**config.mk**
```make
export PLATFORM = sky130hd
export DESIGN_NAME = gpio_irq_pin_mux
export DESIGN_NICKNAME = d
export VERILOG_FILES = /design/src/hdl/edge_event.v /design/src/hdl/gpio_irq_pin_mux.v
export VERILOG_INCLUDE_DIRS = /design/src /design/src/shared
export SDC_FILE = /design/constraint.sdc
export NUM_CORES = 1
export LEC_CHECK = 0
export BUFFER_PORTS_ARGS = -buffer_cell sky130_fd_sc_hd__buf_2
export CAP_MARGIN = 25
export CORE_MARGIN = 5
export CORE_UTILIZATION = 30
export CTS_CLUSTER_SIZE = 10
export DETAILED_ROUTE_END_ITERATION = 10
export GPL_ROUTABILITY_DRIVEN = 0
export GPL_TIMING_DRIVEN = 1
export SYNTH_ARGS = -nofsm -noshare
export SYNTH_HDL_FRONTEND = slang
export SYNTH_SLANG_ARGS = --single-unit
```
**constraint.sdc**
```tcl
create_clock -name clk -period 6.3 [get_ports clk]
set_clock_uncertainty 0.2 [all_clocks]
set_input_delay 0.63 -clock clk [delete_from_list [all_inputs] [get_ports clk]]
set_output_delay 0.63 -clock clk [all_outputs]
set_load 0.02 [all_outputs]
```
**src/shared/gpio_mux_regs.vh**
```
// Register offsets, field positions, reset values and timing counts
`ifndef GPIO_MUX_REGS_VH
`define GPIO_MUX_REGS_VH

// Byte offsets of the word registers
`define REG_GP_DIR 6'h00
`define REG_GP_OUT 6'h04
`define REG_GP_IN 6'h08
`define REG_GP_FUNC 6'h0c
`define REG_IRQ_ENABLE 6'h10
`define REG_EDGE_POL 6'h14
`define REG_IRQ_STATUS 6'h18
`define REG_IRQ_CLEAR 6'h1c
`define REG_IRQ_MASK 6'h20
`define REG_STRAPS 6'h24

// Function select fields
`define FUNC_GP0_OUT 0
`define FUNC_GP0_IRQ 1
`define FUNC_GP1_GPIO 2
`define FUNC_GP2_GPIO 3
`define FUNC_GP8_GPIO 4
`define FUNC_GP_IRQ_LVL 5

// Status bit positions
`define ST_NMI 0
`define ST_EXT_LO 1

// Reset values
`define RST_GP_DIR 16'h0000
`define RST_GP_OUT 16'h0000
`define RST_GP_FUNC 6'h00
`define RST_IRQ_EN 4'h0
`define RST_EDGE_POL 4'h0

// Clock dividers for the two fixed-rate outputs
`define DIV_QUARTER 4
`define DIV_SIXTH 6

`endif
```
**src/hdl/edge_event.v**
```verilog
// Synchroniser and selectable edge detector for one interrupt input
`timescale 1ns/100ps
`default_nettype none
module edge_event (
    input wire clk,
    input wire rst,
    input wire pin,
    input wire falling,
    output reg event_q
);
    reg meta_q;
    reg sync_q;
    reg last_q;

    // Two flops before any edge logic; first flop feeds only the second
    always @(posedge clk or posedge rst) begin
        if (rst) begin
            meta_q <= 1'b0;
            sync_q <= 1'b0;
            last_q <= 1'b0;
            event_q <= 1'b0;
        end else begin
            meta_q <= pin;
            sync_q <= meta_q;
            last_q <= sync_q;
            // One pulse per qualifying edge
            event_q <= falling ? (last_q & ~sync_q) : (~last_q & sync_q);
        end
    end
endmodule
`default_nettype wire

```
**src/hdl/gpio_irq_pin_mux.v**
```verilog
// GPIO, interrupt and pin-function multiplexing with Avalon-MM registers
// Function
// - NMI raised on rising edge only
// - Pins 4-7 reset as inputs, bidirectional while not enabled as interrupts
// - Enable bits make pins 4-7 interrupt inputs
// - Per-pin edge polarity for pins 4-7
// - Pin 3 input after reset, bidirectional later
// - Pin 0 input default, output option
// - Pin 0 may drive interrupt output
// - Pin 8 serial clock input default, GPIO later
// - Pin 2 sixth-rate clock default, GPIO later
// - Pin 1 quarter-rate clock default, GPIO later
// - PCI strap picks host port or PCI
// - Pins 9-15 GPIO or PCI signals
// - PCI interrupt A and request outputs
// - Host interrupt out, or PCI frame
`timescale 1ns/100ps
`default_nettype none
`include "gpio_mux_regs.vh"
module gpio_irq_pin_mux (
    input wire clk,
    input wire rst,
    // Avalon-MM slave
    input wire [5:0] address,
    input wire read,
    input wire write,
    input wire [31:0] writedata,
    input wire [3:0] byteenable,
    output reg [31:0] readdata,
    output reg waitrequest,
    // Straps
    input wire pci_select_strap,
    input wire serial_port2_strap,
    input wire host_data_pin_five,
    // Interrupt inputs and outputs
    input wire nmi_in,
    output reg nmi_event,
    output reg [3:0] ext_irq_event,
    output reg irq,
    // GPIO pins: oe low means the block drives the pin
    input wire [15:0] gp_in,
    output reg [15:0] gp_out,
    output reg [15:0] gp_oe_n,
    // Shared functions
    output reg serial_port2_ext_clock,
    input wire host_irq_req,
    output reg host_irq_out,
    output reg host_irq_oe_n,
    input wire pci_inta_req,
    input wire pci_req_req,
    output reg [4:0] pci_inputs,
    input wire [1:0] host_reg_select,
    input wire host_halfword_select,
    input wire host_dir_select,
    output reg [3:0] host_ctrl_seen,
    output reg narrow_host_mode
);
    reg [15:0] dir_q;
    reg [15:0] out_q;
    reg [5:0] func_q;
    reg [3:0] irq_enable_bits;
    reg [3:0] ext_edge_polarity;
    reg [4:0] status_q;
    reg [4:0] mask_q;
    reg pci_mode_q;
    reg sp2_mode_q;
    reg straps_taken_q;
    reg [1:0] quarter_cnt_q;
    reg [2:0] sixth_cnt_q;
    reg quarter_rate_clock_out;
    reg sixth_rate_clock_out;
    wire nmi_pulse;
    wire [3:0] ext_pulse;
    wire [4:0] events;
    wire [4:0] clr_w;
    wire gp_irq_out;
    wire acc;
    wire [31:0] dir_m;
    wire [31:0] out_m;
    // Half-period counts of the two divided clocks
    localparam [31:0] quarter_last = `DIV_QUARTER / 2 - 1;
    localparam [31:0] sixth_last = `DIV_SIXTH / 2 - 1;
    reg [15:0] oe_n_d;
    reg [15:0] out_d;
    reg [31:0] rd_d;
    integer k;

    // Byte-lane merge on writes
    function [31:0] merge;
        input [31:0] old;
        input [31:0] nw;
        input [3:0] be;
        integer b;
        begin
            merge = old;
            for (b = 0; b < 4; b = b + 1) begin
                if (be[b]) begin
                    merge[b*8 +: 8] = nw[b*8 +: 8];
                end
            end
        end
    endfunction

    // Edge detectors after synchronisers
    edge_event u_nmi (
        .clk(clk),
        .rst(rst),
        .pin(nmi_in),
        .falling(1'b0),
        .event_q(nmi_pulse)
    );

    genvar g;
    generate
        for (g = 0; g < 4; g = g + 1) begin : g_ext
            edge_event u_ext (
                .clk(clk),
                .rst(rst),
                .pin(gp_in[4 + g] & irq_enable_bits[g]),
                .falling(ext_edge_polarity[g]),
                .event_q(ext_pulse[g])
            );
        end
    endgenerate

    // Gating by enable after the detector masks the false edge when enable is cleared
    assign events = {ext_pulse & irq_enable_bits, nmi_pulse};
    assign acc = (read | write) & waitrequest;
    assign dir_m = merge({16'h0000, dir_q}, writedata, byteenable);
    assign out_m = merge({16'h0000, out_q}, writedata, byteenable);
    assign clr_w = (acc & write & (address == `REG_IRQ_CLEAR) & byteenable[0])
        ? writedata[4:0] : 5'h00;
    assign gp_irq_out = func_q[`FUNC_GP_IRQ_LVL];

    // Straps are caught on the first clock after reset release
    always @(posedge clk or posedge rst) begin
        if (rst) begin
            pci_mode_q <= 1'b0;
            sp2_mode_q <= 1'b0;
            narrow_host_mode <= 1'b0;
            straps_taken_q <= 1'b0;
        end else if (!straps_taken_q) begin
            straps_taken_q <= 1'b1;
            pci_mode_q <= pci_select_strap;
            sp2_mode_q <= serial_port2_strap;
            narrow_host_mode <= ~host_data_pin_five;
        end
    end

    // Free-running dividers for the fixed-rate clock outputs
    always @(posedge clk or posedge rst) begin
        if (rst) begin
            quarter_cnt_q <= 2'h0;
            sixth_cnt_q <= 3'h0;
            quarter_rate_clock_out <= 1'b0;
            sixth_rate_clock_out <= 1'b0;
        end else begin
            if (quarter_cnt_q == quarter_last[1:0]) begin
                quarter_cnt_q <= 2'h0;
                quarter_rate_clock_out <= ~quarter_rate_clock_out;
            end else begin
                quarter_cnt_q <= quarter_cnt_q + 2'h1;
            end
            if (sixth_cnt_q == sixth_last[2:0]) begin
                sixth_cnt_q <= 3'h0;
                sixth_rate_clock_out <= ~sixth_rate_clock_out;
            end else begin
                sixth_cnt_q <= sixth_cnt_q + 3'h1;
            end
        end
    end

    // Pin multiplexing; all pins except the clock pins 1 and 2 default to input-only
    always @* begin
        oe_n_d = 16'hffff;
        out_d = out_q;
        // Plain bidirectional GPIO where no alternate function applies
        for (k = 3; k < 16; k = k + 1) begin
            if (dir_q[k]) begin
                oe_n_d[k] = 1'b0;
            end
        end
        // Interrupt role forces pins 4-7 to inputs
        for (k = 0; k < 4; k = k + 1) begin
            if (irq_enable_bits[k]) begin
                oe_n_d[4 + k] = 1'b1;
            end
        end
        // Pin 0 is input, output-only GPIO or interrupt output
        if (func_q[`FUNC_GP0_IRQ]) begin
            oe_n_d[0] = 1'b0;
            out_d[0] = gp_irq_out;
        end else if (func_q[`FUNC_GP0_OUT]) begin
            oe_n_d[0] = 1'b0;
        end
        // Pins 1 and 2 carry clocks until released to GPIO
        if (!func_q[`FUNC_GP1_GPIO]) begin
            oe_n_d[1] = 1'b0;
            out_d[1] = quarter_rate_clock_out;
        end else begin
            oe_n_d[1] = ~dir_q[1];
        end
        if (!func_q[`FUNC_GP2_GPIO]) begin
            oe_n_d[2] = 1'b0;
            out_d[2] = sixth_rate_clock_out;
        end else begin
            oe_n_d[2] = ~dir_q[2];
        end
        // Pin 8 is the serial clock input unless reassigned
        if (!func_q[`FUNC_GP8_GPIO]) begin
            oe_n_d[8] = 1'b1;
        end
        // PCI mode takes pins 9-15
        if (pci_mode_q) begin
            oe_n_d[15:9] = 7'h7f;
            oe_n_d[13] = ~pci_inta_req;
            out_d[13] = 1'b0;
            oe_n_d[11] = ~pci_req_req;
            out_d[11] = 1'b0;
        end
    end

    // Registered pin drive and shared-function outputs
    always @(posedge clk or posedge rst) begin
        if (rst) begin
            gp_out <= 16'h0000;
            gp_oe_n <= 16'hffff;
            serial_port2_ext_clock <= 1'b0;
            host_irq_out <= 1'b0;
            host_irq_oe_n <= 1'b1;
            pci_inputs <= 5'h00;
            host_ctrl_seen <= 4'h0;
        end else begin
            gp_out <= out_d;
            gp_oe_n <= oe_n_d;
            serial_port2_ext_clock <= func_q[`FUNC_GP8_GPIO] ? 1'b0 : gp_in[8];
            // Host interrupt driven in host mode; frame pin released in PCI
            host_irq_out <= host_irq_req;
            host_irq_oe_n <= pci_mode_q;
            // Reset, clock, grant, IDSEL and C/BE3 inputs in PCI mode
            pci_inputs <= pci_mode_q ?
                {gp_in[15], gp_in[14], gp_in[12], gp_in[9], gp_in[10]}
                : 5'h00;
            // Host control inputs are only sampled in host-port mode
            host_ctrl_seen <= pci_mode_q ? 4'h0 :
                {host_reg_select, host_halfword_select & narrow_host_mode,
                 host_dir_select};
        end
    end

    // Sticky status: a set in the clearing cycle wins
    always @(posedge clk or posedge rst) begin
        if (rst) begin
            status_q <= 5'h00;
            irq <= 1'b0;
            nmi_event <= 1'b0;
            ext_irq_event <= 4'h0;
        end else begin
            status_q <= (status_q & ~clr_w) | events;
            irq <= |(((status_q & ~clr_w) | events) & mask_q);
            nmi_event <= nmi_pulse;
            ext_irq_event <= ext_pulse & irq_enable_bits;
        end
    end

    // Avalon-MM slave: one wait cycle, answer on the second edge
    always @(posedge clk or posedge rst) begin
        if (rst) begin
            dir_q <= `RST_GP_DIR;
            out_q <= `RST_GP_OUT;
            func_q <= `RST_GP_FUNC;
            irq_enable_bits <= `RST_IRQ_EN;
            ext_edge_polarity <= `RST_EDGE_POL;
            mask_q <= 5'h00;
            waitrequest <= 1'b1;
            readdata <= 32'h00000000;
        end else begin
            // Low for one cycle per accepted request, straight from a flop
            waitrequest <= ~acc;
            if (acc & read) begin
                readdata <= rd_d;
            end
            if (acc & write) begin
                case (address)
                    // Pin 0 has no direction bit; its role comes from func
                    `REG_GP_DIR: dir_q <= {dir_m[15:1], 1'b0};
                    `REG_GP_OUT: out_q <= out_m[15:0];
                    `REG_GP_FUNC: if (byteenable[0]) func_q <= writedata[5:0];
                    `REG_IRQ_ENABLE: if (byteenable[0])
                        irq_enable_bits <= writedata[7:4];
                    `REG_EDGE_POL: if (byteenable[0])
                        ext_edge_polarity <= writedata[3:0];
                    `REG_IRQ_MASK: if (byteenable[0]) mask_q <= writedata[4:0];
                    default: ;
                endcase
            end
        end
    end

    // Read mux; unmapped and write-only addresses read zero
    always @* begin
        case (address)
            `REG_GP_DIR: rd_d = {16'h0000, dir_q};
            `REG_GP_OUT: rd_d = {16'h0000, out_q};
            `REG_GP_IN: rd_d = {16'h0000, gp_in};
            `REG_GP_FUNC: rd_d = {26'h0, func_q};
            `REG_IRQ_ENABLE: rd_d = {24'h0, irq_enable_bits, 4'h0};
            `REG_EDGE_POL: rd_d = {28'h0, ext_edge_polarity};
            `REG_IRQ_STATUS: rd_d = {27'h0, status_q};
            `REG_IRQ_MASK: rd_d = {27'h0, mask_q};
            `REG_STRAPS: rd_d = {29'h0, narrow_host_mode, sp2_mode_q,
                pci_mode_q};
            default: rd_d = 32'h00000000;
        endcase
    end
endmodule
`default_nettype wire

```
==> flow_metrics.tcl <==
set metrics [dict create \
    synth_flop_cell "dfrtp_1" \
    numPortBuffers 122 \
    worst_slew_pin_slew_ps 981 \
    dr.first_iter.drc_count 240 \
    critPathRequiredTime_ps 6400 \
    avgSynthCellArea_sq_um 13.5 \
    min_period_ps 2600 \
    postRouteWirelength_um 15300 \
    dieHeight_um 153 \
    cts_buffers 17 \
    critPathArrivalTime_ps 2700 \
    detail-route-antenna-nets 0 \
    antenna_found_initial 0 \
    grt_max_degree 92 \
    ys_ff_latch 153 \
    synth_warnings 0 \
    syn_inst 453 \
    layout-drive-gt1-share 0.418 \
    dr_total_vias 3955 \
    cts_num_sinks 153 \
    cp-start-kind "input pin" \
    multi_input_area_sq_um 2090 \
    clkLatencyLatePin_ps 420 \
    finalCritPeriodShare 0.412 \
    max_freq_ghz 0.385 \
    layout.nets 651 \
    clock_path_buffers 2 \
    synth_area_sq_um 6110 \
    rsz0062_at_grt "no" \
    hold_viol 0 \
    path_class "in2reg" \
    die_area_sq_um 23300 \
    cellLeakagePower_nw 3.73 \
    viasPerCell 4.59 \
    seqCellArea_sq_um 3850 \
    die_w_um 153 \
    crit_path_end_kind "register" \
    ctsResizeCount 0 \
    wl_per_cell_um 17.8 \
    path_max_fanout 12 \
    grt_pass1_wl_um 24300 \
    finalSetupViolCount 0 \
    start_util 0.303 \
    synth_cell_type_count 48 \
    ios 157 \
    clk_pin_slew_ps 60 \
    cts_tree "yes" \
    overflow 0 \
    slew_headroom 0.346 \
    first_pass_iters 4 \
    grt_pass1_vias 4306 \
    cts_setup_buffers 0 \
    drc 0 \
    worstHoldPathType "in2reg" \
    peakVddDrop_mv 0.190 \
    fillCellCount 1988 \
    ys_seq_area_frac 0.630 \
    core-area_sq_um 20200 \
    h-tree-depth 4 \
    areaGrowthSynthToFinish_pct 23.3 \
    track_usage 0.133 \
    status "finished clean" \
    setup_tns_ps 0 \
    dp_hpwl_um 10700 \
    fp-row-count 52 \
    power.density_nw_per_um2 302 \
    holdWs_ps 109 \
    cts_root_buffer "clkbuf_16" \
    slew_viol_final 0 \
    rrSetupSlack_ps 3770 \
    hold_buffers 0 \
    synth_edf_count 0 \
    async_flop_share 1.00 \
    cap_violations 0 \
    n_antenna_cell 0 \
]
## critical path: stages
cell and delay (ps):
buf_2 190, nor4_4 550, nand2_1 200, nor3_2 700
mux2_2 420
## placed cells by master (no fill, tap or decap), drive strengths merged, types with 2 or more instances in the layout
cell,Yosys,final
a21o,5,5
a21oi,3,3
a221oi,4,4
a22o,12,12
a22oi,4,4
a31o,2,2
a31oi,3,3
and2,12,12
and3,4,4
buf,23,124
bufinv,0,2
clkbuf,10,17
clkinv,0,3
clkinvlp,0,4
conb,2,17
dfrtp,135,135
dfstp,18,18
inv,9,15
mux2,55,55
mux2i,18,18
mux4,5,5
nand2,33,33
nand2b,14,14
nand3,3,3
nand3b,4,4
nand4,2,2
nor2,9,9
nor2b,16,16
nor3,4,4
nor4,4,4
o21ai,25,25
o2bb2ai,3,3
xnor2,2,2
## cell families (layout without fill, tap and decap cells)
family / count (synthesis) / count (layout) / synth area share
flops: 153 / 153 / 0.630
simple gates: 111 / 111 / 0.106
mux: 78 / 78 / 0.149
compound gates: 64 / 64 / 0.0715
buf+inv: 42 / 165 / 0.0371
xor+xnor: 3 / 3 / 0.00430
other cells: 2 / 17 / 0.00123
## final cells by class
class | instances | share of cell area
clock buffer | 17 | 0.0565
inverter | 9 | 0.00515
clock inverter | 15 | 0.0223
sequential | 153 | 0.511
multi-input combinational | 273 | 0.277
timing repair buffer | 124 | 0.0830
tap | 270 | 0.0448
## per-layer routing
layer | wire (um) | vias up | track usage
li1 | - | 1809 | -
met1 | 6630 | 2016 | 0.169
met2 | 7800 | 113 | 0.223
met3 | 638 | 17 | 0.0287
met4 | 249 | 0 | 0.0530
met5 | 0 | - | 0
## synthesized netlist by cell type, drive strengths merged, types with 3 or more instances
master,n,area [sq um]
buf,23,155
a22o,12,105
mux2i,18,180
and2,12,76.3
nor3,4,36.3
nor4,4,46.3
mux4,5,113
a22oi,4,30.0
a221oi,4,35.0
dfrtp,135,3380
nand3b,4,30.0
nor2b,16,100
nand2b,14,87.6
and3,4,26.3
nand3,3,15.0
dfstp,18,473
nor2,9,38.8
inv,9,33.8
a21oi,3,15.0
a31oi,3,18.8
o2bb2ai,3,26.3
clkbuf,10,37.5
mux2,55,619
nand2,33,124
a21o,5,37.5
o21ai,25,125
## sequential cells by signal, summed over array words and instances, names as in the netlist, 5 cells and up
register    flops
gp_oe_n        16
gp_out         16
out_q          16
readdata       16
dir_q          15
func_q          6
mask_q          5
pci_inputs      5
status_q        5
## where the power goes
part	total [mW]	switching (mW)	internal, mW
Combinational	0.184	0.115	0.0690
Clock	1.03	0.433	0.592
Sequential	1.07	0.0319	1.03
Total	2.28	0.580	1.69
## per-stage QoR
stage	std cells	power (mW)	worst slack, ps	utilization	cell area, sq um
finish	861	2.28	3700	0.374	7530
global route	861	2.37	3580	0.374	7530
CTS	860	2.31	3660	0.373	7530
detailed placement	828	1.27	3220	0.344	6930
global placement	828	1.26	3250	0.344	6930
floorplan	468	1.20	1380	-	6160
## path summary, 6_finish.rpt
check                                       start                       to  cells past startpoint
min in group asynchronous                     rst     gp_out[12]$_DFF_PP0_                      2
hold / removal                       host_irq_req   host_irq_out$_DFF_PP0_                      1
hold reg to reg            u_nmi.meta_q$_DFF_PP0_   u_nmi.sync_q$_DFF_PP0_                      0
setup / recovery                       address[4]     dir_q[4]$_DFFE_PP0P_                      5
max in group asynchronous                     rst  readdata[3]$_DFFE_PP0P_                      3
setup reg to reg            waitrequest$_DFF_PP1_     dir_q[4]$_DFFE_PP0P_                      4
No activity file was read; power rests on OpenSTA's default activity.
